==> config.mk <==
export PLATFORM = sky130hd
export DESIGN_NAME = fbws_steer
export DESIGN_NICKNAME = d
export VERILOG_FILES = /design/src/fbws_deadband.v /design/src/fbws_steer.v
export VERILOG_INCLUDE_DIRS = /design/src
export SDC_FILE = /design/constraint.sdc
export NUM_CORES = 1
export LEC_CHECK = 0
export ABC_AREA = 1
export ABC_CLOCK_PERIOD_IN_PS = 1150
export BUFFER_PORTS_ARGS = -buffer_cell sky130_fd_sc_hd__buf_2
export CORE_UTILIZATION = 35
export CTS_CLUSTER_SIZE = 16
export DETAILED_ROUTE_END_ITERATION = 10
export GPL_TIMING_DRIVEN = 0
export PLACE_DENSITY = 0.56
export RECOVER_POWER = 100
export SKIP_CTS_REPAIR_TIMING = 1
export SLEW_MARGIN = 5
export SYNTH_ARGS = -nofsm -noshare
export SYNTH_HDL_FRONTEND = slang
export SYNTH_SLANG_ARGS = --single-unit
==> constraint.sdc <==
create_clock -name mclk -period 1.15 [get_ports mclk]
set_input_delay 0.0575 -clock mclk [delete_from_list [all_inputs] [get_ports mclk]]
set_output_delay 0.0575 -clock mclk [all_outputs]
set_load 0.005 [all_outputs]
==> src/fbws_consts.vh <==
// Constants for the full-bridge waveform steering block
`ifndef FBWS_CONSTS_VH
`define FBWS_CONSTS_VH
`define FBWS_MODE_W        3
`define FBWS_MODE_FWD      3'h2
`define FBWS_MODE_REV      3'h3
`define FBWS_DB_W          6
`define FBWS_POL_A         0
`define FBWS_POL_B         1
`define FBWS_POL_C         2
`define FBWS_POL_D         3
`define FBWS_POL_RST       4'h0
`define FBWS_DIR_FWD       1'b0
`define FBWS_DIR_REV       1'b1
`endif

==> src/fbws_deadband.v <==
// Direction-switch dead-band counter
`timescale 1ns/100ps
`include "fbws_consts.vh"
module fbws_deadband #(
    parameter DB_W = `FBWS_DB_W
) (
    mclk,
    reset,
    start,
    count,
    busy
);
    input  wire            mclk;
    input  wire            reset;
    input  wire            start;
    input  wire [DB_W-1:0] count;
    output wire            busy;

    reg [DB_W-1:0] cnt_r;
    reg            run_r;

    // Busy covers the start cycle too so the outgoing direction's modulated output never glitches on
    assign busy = run_r | start;

    always @(posedge mclk or posedge reset) begin
        if (reset) begin
            cnt_r <= {DB_W{1'b0}};
            run_r <= 1'b0;
        end else if (start) begin
            cnt_r <= count;
            run_r <= (count != {DB_W{1'b0}});
        end else if (run_r) begin
            if (cnt_r <= {{(DB_W-1){1'b0}}, 1'b1}) begin
                run_r <= 1'b0;
                cnt_r <= {DB_W{1'b0}};
            end else begin
                cnt_r <= cnt_r - {{(DB_W-1){1'b0}}, 1'b1};
            end
        end
    end
endmodule

==> src/fbws_steer.v <==
// Full-bridge output steering with direction change and dead band
`timescale 1ns/100ps
`include "fbws_consts.vh"
module fbws_steer #(
    parameter DB_W = `FBWS_DB_W
) (
    mclk,
    reset,
    mode,
    polarity,
    db_count,
    mod_in,
    bridge_out_a,
    bridge_out_b,
    bridge_out_c,
    bridge_out_d,
    dir_busy
);
    input  wire                   mclk;
    input  wire                   reset;
    input  wire [`FBWS_MODE_W-1:0] mode;
    input  wire [3:0]             polarity;
    input  wire [DB_W-1:0]        db_count;
    input  wire                   mod_in;
    output reg                    bridge_out_a;
    output reg                    bridge_out_b;
    output reg                    bridge_out_c;
    output reg                    bridge_out_d;
    output wire                   dir_busy;

    // Modulated input arrives from outside and is synchronised first
    reg  mod_s1_r;
    reg  mod_s2_r;
    reg  mod_prev_r;
    reg  dir_r;
    reg  bridge_r;
    wire rise;
    wire mode_bridge;
    wire mode_dir;
    wire switch;
    wire db_busy;
    wire mod_ok;
    reg  a_nxt;
    reg  b_nxt;
    reg  c_nxt;
    reg  d_nxt;

    assign rise        = mod_s2_r & ~mod_prev_r;
    // Only the mode field steers direction; no separate reverse strobe exists
    assign mode_bridge = (mode == `FBWS_MODE_FWD) | (mode == `FBWS_MODE_REV);
    assign mode_dir    = (mode == `FBWS_MODE_REV) ? `FBWS_DIR_REV : `FBWS_DIR_FWD;
    // Within bridge operation, direction commits only on an input rising edge
    assign switch      = rise & mode_bridge & bridge_r & (mode_dir != dir_r);
    assign mod_ok      = ~db_busy;
    assign dir_busy    = db_busy;

    always @(posedge mclk or posedge reset) begin
        if (reset) begin
            mod_s1_r   <= 1'b0;
            mod_s2_r   <= 1'b0;
            mod_prev_r <= 1'b0;
            dir_r      <= `FBWS_DIR_FWD;
            bridge_r   <= 1'b0;
        end else begin
            mod_s1_r   <= mod_in;
            mod_s2_r   <= mod_s1_r;
            mod_prev_r <= mod_s2_r;
            if (!mode_bridge) begin
                bridge_r <= 1'b0;
            end else if (!bridge_r) begin
                // Entering bridge operation takes the requested direction directly
                bridge_r <= 1'b1;
                dir_r    <= mode_dir;
            end else if (switch) begin
                dir_r <= mode_dir;
            end
        end
    end

    fbws_deadband #(
        .DB_W(DB_W)
    ) u_db (
        .mclk  (mclk),
        .reset (reset),
        .start (switch),
        .count (db_count),
        .busy  (db_busy)
    );

    // Active-high levels before polarity; all stay inactive while bridge_r is clear
    always @* begin
        a_nxt = 1'b0;
        b_nxt = 1'b0;
        c_nxt = 1'b0;
        d_nxt = 1'b0;
        if (bridge_r) begin
            if (dir_r == `FBWS_DIR_FWD) begin
                a_nxt = 1'b1;
                d_nxt = mod_s2_r & mod_ok;
            end else begin
                c_nxt = 1'b1;
                b_nxt = mod_s2_r & mod_ok;
            end
        end
    end

    always @(posedge mclk or posedge reset) begin
        if (reset) begin
            bridge_out_a <= 1'b0;
            bridge_out_b <= 1'b0;
            bridge_out_c <= 1'b0;
            bridge_out_d <= 1'b0;
        end else begin
            bridge_out_a <= a_nxt ^ polarity[`FBWS_POL_A];
            bridge_out_b <= b_nxt ^ polarity[`FBWS_POL_B];
            bridge_out_c <= c_nxt ^ polarity[`FBWS_POL_C];
            bridge_out_d <= d_nxt ^ polarity[`FBWS_POL_D];
        end
    end
endmodule

* After elaboration in Yosys (flattened, before gate mapping)
Index checks and enable logic that the tools add are counted.
** Word-level totals
- Word-level logic and storage cells :: 51
- Input port bits :: 16
- Output and inout port bits :: 5
- Register bits :: 16
** Cells by class
- Multiplexer cells :: 18
- Reduce and logical (&&, ||, !) cells :: 3
- Bitwise operators :: 13
- Magnitude comparators :: 1
- Add/sub/neg operators :: 1
- Equality and inequality tests :: 4
** Operators by type and width (count)
- 6-bit two-way mux :: 3
- 1-bit two-way mux :: 15
- 3-bit by 2-bit == test with 1-bit output (second input constant) :: 2
- 6-bit by 1-bit <= comparator with 1-bit output (second input constant) :: 1
- 6-bit nonzero test :: 1
- 6-bit by 1-bit subtractor with 6-bit output (second input constant) :: 1
- 1-bit AND :: 5
- 1-bit bitwise XOR :: 4
- 2-bit by 1-bit inequality test with 1-bit output (second input constant) :: 1
- 1-bit inverter :: 2
- 1-bit bitwise OR :: 2
- 2-bit AND reduction :: 1
- 2-bit nonzero test :: 1
- 1-bit inequality test :: 1

* Longest topological paths before layout
Gate-level depths: netlist of the first run.
- Word-level depth :: 11
- Gate-level depth with buffers :: 9

* Modules after synthesis
Synthesis of the first run repeated with hierarchy kept, for this count alone.
** Unflattened totals
- Cell total of the unflattened synthesis :: 98
- Area, all modules :: 872.1 sq um
** By module, submodules not included
- fbws_deadband :: sequential area each 175.2 sq um, cells each 62, instances 1, area an instance 498.0 sq um
- fbws_steer :: sequential area each 225.2 sq um, cells each 36, instances 1, area an instance 374.1 sq um

* Least setup slack after synthesis of the first run
No wires, ideal clock.
- Path kind :: flip-flop to flip-flop
- Start :: reg u_db.cnt_r[0]
- End :: reg u_db.cnt_r[3]
- Arrival time :: 1.129 ns
- Data required time :: 1.025 ns
- Stages on the path, launching flop included :: 10
- Setup slack :: -0.103 ns
- Cell sequence :: dfrtp_1 -> inv_1 -> ha_1 -> nor2_1 -> nor2_1 -> nand2_1 -> nand2_1 -> inv_1 -> nand3b_1 -> nand3_1
** On the way
- Word-level cells in the longest chain between the ends :: 4
** Ends and longest elaborated chain
- start, declared :: line fbws_deadband.v:19 : reg [DB_W-1:0] cnt_r;
- start signal, assigned :: line fbws_deadband.v:27 : cnt_r <= {DB_W{1'b0}};
- start signal, assigned :: line fbws_deadband.v:30 : cnt_r <= count;
- start signal, assigned :: line fbws_deadband.v:35 : cnt_r <= {DB_W{1'b0}};
- 6-bit by 1-bit subtractor with 6-bit output or 6-bit by 1-bit <= comparator with 1-bit output (tied branches) :: line fbws_deadband.v:37, fbws_deadband.v:33
- 6-bit two-way mux * :: line fbws_deadband.v:33 : if (cnt_r <= {{(DB_W-1){1'b0}}, 1'b1}) begin
- 6-bit two-way mux * :: line fbws_deadband.v:32 : end else if (run_r) begin
- 6-bit two-way mux * :: line fbws_deadband.v:29 : end else if (start) begin
Every way passes the cells marked *; elsewhere a longest branch is shown, timed or not. The select of a mux whose other input is x is not followed.
A chain may end at the register's enable or synchronous reset.

* Worst setup path after layout of the first run
- Start :: reg u_db.cnt_r[1]
- End :: reg u_db.cnt_r[1]
Same word-level chain as after synthesis.

==> results of run 1 <==
-- final cells by class --
type | count | share of cell area, %
flip-flops and latches | 16 | 34.44
repair buffers | 32 | 16.95
well taps | 28 | 3.004
clock buffers | 3 | 1.931
inverters | 20 | 6.652
multi-input cells | 74 | 36.05
plain buffers | 1 | 0.9657
-- state kept, by name, summed over array words and instances, names as in the netlist --
signal,cells
bridge_out_a,1
bridge_out_d,1
u_db.cnt_r,6
mod_prev_r,1
mod_s1_r,1
u_db.run_r,1
dir_r,1
mod_s2_r,1
bridge_out_c,1
bridge_out_b,1
bridge_r,1
-- critical path, stage by stage (launching register included) --
cell and delay (ns):
dfrtp_1 0.40, inv_2 0.11, ha_2 0.20, nor2_2 0.04, nor2_1 0.08, nand2_1 0.07, nand2_2 0.09, inv_4 0.06
nand3b_1 0.08, nand3_1 0.07
-- routing by layer --
metal	global-route usage, %	vias up	share of wire [%]
li1	-	420	-
met1	20.37	345	48
met2	21.00	22	46
met3	4.762	2	5.3
met4	5.405	0	0.89
met5	0	-	0
-- synth_stat cells (2+ instances only) --
cell | count | area [µm²]
nor2_1 | 6 | 22.52
inv_1 | 18 | 67.56
nand4_1 | 4 | 25.02
dfrtp_1 | 16 | 400.4
inv_2 | 2 | 7.510
nand2_1 | 33 | 123.9
nand2_2 | 2 | 12.51
o21ai_1 | 2 | 10.01
nand3_1 | 14 | 70.07
nand3b_1 | 2 | 15.01
ha_1 | 2 | 25.02
xor2_1 | 2 | 17.52
xnor2_1 | 2 | 17.52
-- power by group --
group	leakage [nW]	total, mW	internal (mW)	switching (mW)
Sequential	0.198	0.773	0.680	0.0939
Combinational	0.412	0.855	0.409	0.446
Clock	0.0138	0.285	0.121	0.163
Total	0.624	1.91	1.21	0.703
-- how the worst max path moves through the flow --
stage	startpoint	endpoint	slack, ns	cells after the start
final	u_db.cnt_r[1]	u_db.cnt_r[1]	-0.14	9
after global routing	u_db.cnt_r[1]	u_db.cnt_r[1]	-0.23	9
after CTS	mod_s2_r	dir_busy	-0.44	5
after detailed placement	mod_s2_r	bridge_out_d	-0.16	5
after global placement	mod_s2_r	bridge_out_b	-0.12	5
after floorplan	u_db.cnt_r[0]	u_db.cnt_r[3]	0.003	9
-- metrics by stage --
step / power [mW] / setup WS [ns] / instance area (µm²)
final: 1.914 / -0.1436 / 1166
after global routing: 2.067 / -0.2348 / 1166
after floorplan: 1.319 / 0.002676 / 869.6
after detailed placement: 1.468 / -0.1628 / 1005
after global placement: 1.459 / -0.1222 / 1005
after CTS: 1.758 / -0.4357 / 1027
-- kinds of logic after synthesis --
family	Yosys count
adder cells (fa/ha/maj)	2
flip-flops	16
XOR/XNOR	4
AO/OA/AOI/OAI	5
AND/OR/NAND/NOR	63
buffers and inverters	21
==> results.md, run 1 <==
* Vias at 789
* Die Footprint at 0.002651 mm²
* Skew final at 0.002455 ns
* Worst slew margin at 58.50%
* Synth Area in XOR/XNOR at 4.088%
* Ports at 21
* Worst-Margin Slew at 0.6218 ns
* Reg2reg end: u_db.cnt_r[1]
* Num rows at 17
* # setup viols final at 8
* Commonest cells after routing, fill and taps aside: nand2_1 (31), buf_2 (19), inv_1 (15), dfrtp_1 (15), nand3_1 (13)
* Placed Cells at 159
* Status: finished, violations left
* Initial antenna violation count at 0
* Startpoint Class: flop
* Fin crit share at 112.5%
* Hold violation count in the final report at 1
* Synthesized area at 857.1 µm²
* Maximum vdd drop at 0.0008891 V
* CTS tree: built
* Pwr Density at 1641 mW/mm²
* Initial Util at 38.01%
* Final GP Congestion at 0.8492
* Syn Area/Cell at 7.721 µm²
* Core area at 0.002255 mm²
* Vias in the first global route at 615
* DR WL/cell at 10.98 µm
* First-pass GRT wire length at 2780 µm
* Count of maximum capacitance violations at 0
* Largest net degree at the start of global routing at 17
* Simple-gate area share of the yosys netlist at 32.85%
* Die height at 51.49 µm
* Kind of end point of the critical path: flop
* Vias/cell at 4.534
* Hold slack at -0.001439 ns
* Reg area at 401.6 µm²
* Clk pin slew, worst setup/hold paths at 0.09 ns
* Area grow syn2layout at 36.06%
* Mapped Cells at 111
* Synth cell types at 19
* Final #Nets at 166
* Total Routing Usage GR at 14.67%
* Hold path endpoint: bridge_out_b
* Worst hold path class: in -> reg
* First-pass DRT Iterations at 4
* FF+latch count, synth at 16
* CP arrival at 1.46 ns
* WS Path Type: reg -> reg
* Cell Count, Final, Fillers Out at 174
* Hold Crit Depth at 3
* Sequential share of the synthesized area at 46.72%
* Post-layout util at 51.72%
* Post-synth EDFFs at 0
* Worst path required time at 1.32 ns
* Final wirelength at 1911 µm
* Fin. max-slew vios at 0
* Worst reg-to-reg setup slack at -0.14 ns
* Syn_nets at 129
* Total CTS buffers at 3
* Adder-cell share of the synthesized area at 2.920%
* Commonest non-fill, non-tap cell in the layout: nand2_1
* Post-DRT Antenna Nets at 0
* Filler cells at 243
* Cell at the root of the clock tree: clkbuf_4
* Clk Latency, worst-skew pair at 0.28 ns
* Leakage at 0.6243 nW
* Clock tree buffer depth at 2
* Final WS setup at -0.1436 ns
* Mux cell area share after synthesis at 0%
* Hpwl dp at 1267 µm
* Overflow after GRT at 0
* Failing checks: negative hold slack, negative setup slack
* IO Port Bufs at 20
* Synth Flop Type: dfrtp_1
* Worst hold start: polarity[1]
* Clock sinks at 16
* Asr flop ratio synth at 100.0%
* Ratio of cells with drive above 1 in the final layout at 30.14%
* Starting DRT DRC Count at 18
* Area fraction in compound gates after synthesis at 3.358%
* Max FO, Critical Path at 6
* Ant diodes at 0
* Multi-input gate area at 420.4 µm²
* Fin Setup TNS at -0.9170 ns
* Chip Width at 51.49 µm
* H-tree Lvls at 1
* Maximum operating frequency at 773.0 MHz
* Unrepaired setup endpoints after global routing: yes
* Minimum clock period at 1.294 ns
* Reg2Reg Depth at 9
* Residual DRC at 0
* Reg-to-Reg Start: u_db.cnt_r[1]
* Yosys warnings at 0
* Main combinational cell family by area after synthesis: simple AND/OR/NAND/NOR gates
No activity file was read; power rests on OpenSTA's default activity.
==> run 2: changes to the inputs <==
Settings changed: ABC_AREA 1 to unset, PLACE_DENSITY 0.56 to 0.57.
==> run 2 against run 1 <==
The run ends with negative setup slack left. Total power rose by 27%. Clock skew about the same. Synthesized cell count fell by 26%. Largest cell class unchanged. Highest routed layer unchanged.
==> results.md, run 2 <==
* FF+latch count, synth at 16 (unchanged)
* Starting DRT DRC Count at 12 (was 18)
* Adder-cell share of the synthesized area at 2.990% (was 2.920%)
* Final wirelength at 2034 µm (was 1911 µm)
* Asr flop ratio synth at 100.0% (unchanged)
* Post-DRT Antenna Nets at 0 (unchanged)
* Synth Flop Type: dfrtp_1 (unchanged)
* IO Port Bufs at 20 (unchanged)
* Cell chain of the critical path: or3b_1 > buf_6 > or3_1 > buf_6 > nand2b_4 > buf_6 (was inv_2 > ha_2 > nor2_2 > nor2_1 > nand2_1 > nand2_2 > inv_4 > nand3b_1 > nand3_1)
* Reg2Reg Depth at 6 (was 9)
* Post-synth EDFFs at 0 (unchanged)
* Slowest CP cell: dfrtp_1 (unchanged)
* Hold violation count in the final report at 0 (was 1)
* Max incr delay on CP at 0.38 ns (was 0.40 ns)
* Minimum clock period at 1.823 ns (was 1.294 ns)
* Clock sinks at 16 (unchanged)
* Fin crit share at 158.5% (was 112.5%)
* Mapped Cells at 82 (was 111)
* Synthesized area at 837.1 µm² (was 857.1 µm²)
* Unrepaired setup endpoints after global routing: yes (unchanged)
* Largest net degree at the start of global routing at 17 (unchanged)
* Yosys top cell area share at 47.83% (was 46.72%)
* Sequential share of the synthesized area at 47.83% (was 46.72%)
* Core area at 0.002233 mm² (was 0.002255 mm²)
* Commonest non-fill, non-tap cell in the layout: buf_2 (was nand2_1)
* End point of the critical path: dir_busy (was u_db.cnt_r[1])
* Syn Area/Cell at 10.21 µm² (was 7.721 µm²)
* WS Path Type: reg -> out (was reg -> reg)
* Most frequent cell after synthesis: dfrtp_1 (was nand2_1)
* DR WL/cell at 13.65 µm (was 10.98 µm)
* Initial antenna violation count at 0 (unchanged)
* Count of maximum capacitance violations at 0 (unchanged)
* Maximum operating frequency at 548.5 MHz (was 773.0 MHz)
* Simple-gate area share of the yosys netlist at 22.12% (was 32.85%)
* Synth area leaders: dfrtp_1 (48%), xnor2_1 (5.2%), a31oi_1 (4.5%), nor4_1 (4.5%), o21ai_0 (3.6%) (was dfrtp_1 (47%), nand2_1 (14%), nand3_1 (8.2%), inv_1 (7.9%), ha_1 (2.9%))
* Reg-to-Reg Start: mod_prev_r (was u_db.cnt_r[1])
* Skew final at 0.002687 ns (was 0.002455 ns)
* Ratio of cells with drive above 1 in the final layout at 45.45% (was 30.14%)
* Worst path required time at 1.09 ns (was 1.32 ns)
* Mux cell area share after synthesis at 2.541% (was 0%)
* Vias/cell at 5.128 (was 4.534)
* Met1 usage at 21.74% (was 20.37%)
* Kind of end point of the critical path: output port (was flop)
* Leakage at 0.5468 nW (was 0.6243 nW)
* Worst slack, placed at -0.4702 ns (was -0.1628 ns)
* Most used cell along the critical path: buf_6
* Hpwl dp at 1315 µm (was 1267 µm)
* Cell taking the most area after synthesis: dfrtp_1 (unchanged)
* Vias at 764 (was 789)
* Most flops, register: u_db.cnt_r (unchanged)
* Reg2reg end: u_db.cnt_r[2] (was u_db.cnt_r[1])
* CP arrival at 1.77 ns (was 1.46 ns)
* Fin. max-slew vios at 0 (unchanged)
* Vias in the first global route at 639 (was 615)
* Maximum vdd drop at 0.001264 V (was 0.0008891 V)
* Failing checks: negative setup slack (was negative hold slack, negative setup slack)
* Worst reg-to-reg setup slack at -0.54 ns (was -0.14 ns)
* Worst hold start: mode[1] (was polarity[1])
* Residual DRC at 0 (unchanged)
* Worst slew margin at 60.28% (was 58.50%)
* Status: finished, violations left (unchanged)
* Gr busiest metal: met1 (was met2)
* Die Footprint at 0.002591 mm² (was 0.002651 mm²)
* Ant diodes at 0 (unchanged)
* Num rows at 17 (unchanged)
* Syn_nets at 100 (was 129)
* Chip Width at 50.91 µm (was 51.49 µm)
* Post-synth top cells: dfrtp_1 (16), a31oi_1 (6), inv_1 (6), nor4_1 (6), o21ai_0 (6) (was nand2_1 (33), inv_1 (18), dfrtp_1 (16), nand3_1 (14), nor2_1 (6))
* # setup viols final at 10 (was 8)
* Final #Nets at 141 (was 166)
* Total CTS buffers at 3 (unchanged)
* Clock tree buffer depth at 2 (unchanged)
* Ports at 21 (unchanged)
* Critical path buffers and inverters at 3 (was 2)
* Area grow syn2layout at 51.12% (was 36.06%)
* Fin Setup TNS at -4.422 ns (was -0.9170 ns)
* Synth Area in XOR/XNOR at 5.232% (was 4.088%)
* Overflow after GRT at 0 (unchanged)
* WP depth at 6 (was 9)
* Clk pin slew, worst setup/hold paths at 0.09 ns (about the same)
* Synth cell types at 28 (was 19)
* Worst hold path class: in -> reg (unchanged)
* Die height at 50.91 µm (was 51.49 µm)
* H-tree Lvls at 1 (unchanged)
* Startpoint Class: flop (unchanged)
* Clk Latency, worst-skew pair at 0.28 ns (about the same)
* First-pass DRT Iterations at 4 (unchanged)
* Post-layout util at 56.64% (was 51.72%)
* Critical path's top delay family: simple AND/OR/NAND/NOR gates (unchanged)
* Final WS setup at -0.6732 ns (was -0.1436 ns)
* Worst-Margin Slew at 0.5903 ns (was 0.6218 ns)
* Cell at the root of the clock tree: clkbuf_4 (unchanged)
* Yosys warnings at 0 (unchanged)
* Area fraction in compound gates after synthesis at 13.60% (was 3.358%)
* Main combinational cell family by area after synthesis: simple AND/OR/NAND/NOR gates (unchanged)
* Max FFs per register at 6 (unchanged)
* CTS tree: built (unchanged)
* First-pass GRT wire length at 2829 µm (was 2780 µm)
* Total Routing Usage GR at 14.88% (was 14.67%)
* GR Util met3 at 5.655% (was 4.762%)
* Worst setup startpoint: mod_prev_r (was u_db.cnt_r[1])
* Final GP Congestion at 0.7345 (was 0.8492)
* Filler cells at 188 (was 243)
* Commonest cells after routing, fill and taps aside: buf_2 (19), dfrtp_1 (15), buf_4 (9) (was nand2_1 (31), buf_2 (19), inv_1 (15), dfrtp_1 (15), nand3_1 (13))
* Pwr Density at 1917 mW/mm² (was 1641 mW/mm²)
* Initial Util at 37.48% (was 38.01%)
* Max FO, Critical Path at 6 (unchanged)
* M2 GR Usage at 20.18% (was 21.00%)
-- run 2: cell count changes after synthesis, sizes merged, moves of 5 or more --
cell   change
inv       -14
nor2       -7
nor4       +5
a31oi      +6
nand3     -14
nand2     -30
-- run 2: final cells by class --
class | instances | area, µm² | area share [%]
Multi-Input combinational cell | 56 | 504.2 | 39.86
Sequential cell | 16 | 401.6 | 31.75
Timing Repair Buffer | 37 | 251.5 | 19.88
Tap cell | 28 | 35.03 | 2.770
Buffer | 3 | 27.53 | 2.176
Clock buffer | 3 | 22.52 | 1.780
Inverter | 6 | 22.52 | 1.780
-- run 2: cells by family after synthesis --
logic type | count (synthesis)
simple gates | 29
buf+inv | 10
fa+ha+maj | 2
xor+xnor | 5
flops | 16
mux | 2
compound gates | 18
-- run 2: how the worst min path moves through the flow --
stage	end	depth (start not counted)	slack [ns]
2_1_floorplan	bridge_out_a	1	-0.03
3_3_place_gp	u_db.cnt_r[3]	2	0.15
6_report	bridge_r	2	0.05
5_1_grt	bridge_r	2	0.04
4_1_cts	u_db.cnt_r[4]	2	-0.15
3_5_place_dp	u_db.cnt_r[4]	2	0.16
-- run 2: layer usage --
metal	part of all wire (%)	vias to the layer above
met4	0.49	0
met5	0	-
met3	4.8	2
met2	48	24
li1	-	375
met1	47	363
-- run 2: where the power goes --
part	total [mW]	switching [mW]	internal, mW	leakage [nW]
Sequential	0.871	0.150	0.721	0.191
Combinational	1.27	0.541	0.725	0.342
Clock	0.288	0.166	0.122	0.0138
Total	2.42	0.857	1.57	0.547
-- run 2: metrics by stage --
stage                     hold WS (ns)  power, mW  instances  cell area (µm²)
final                          0.04697      2.425        149             1265
after global routing           0.04229      2.556        149             1265
after CTS                      -0.1517      2.061        133             1059
after detailed placement        0.1612      1.767        130             1036
after global placement          0.1488      1.756        130             1036
after floorplan               -0.02876      1.550         82            900.9
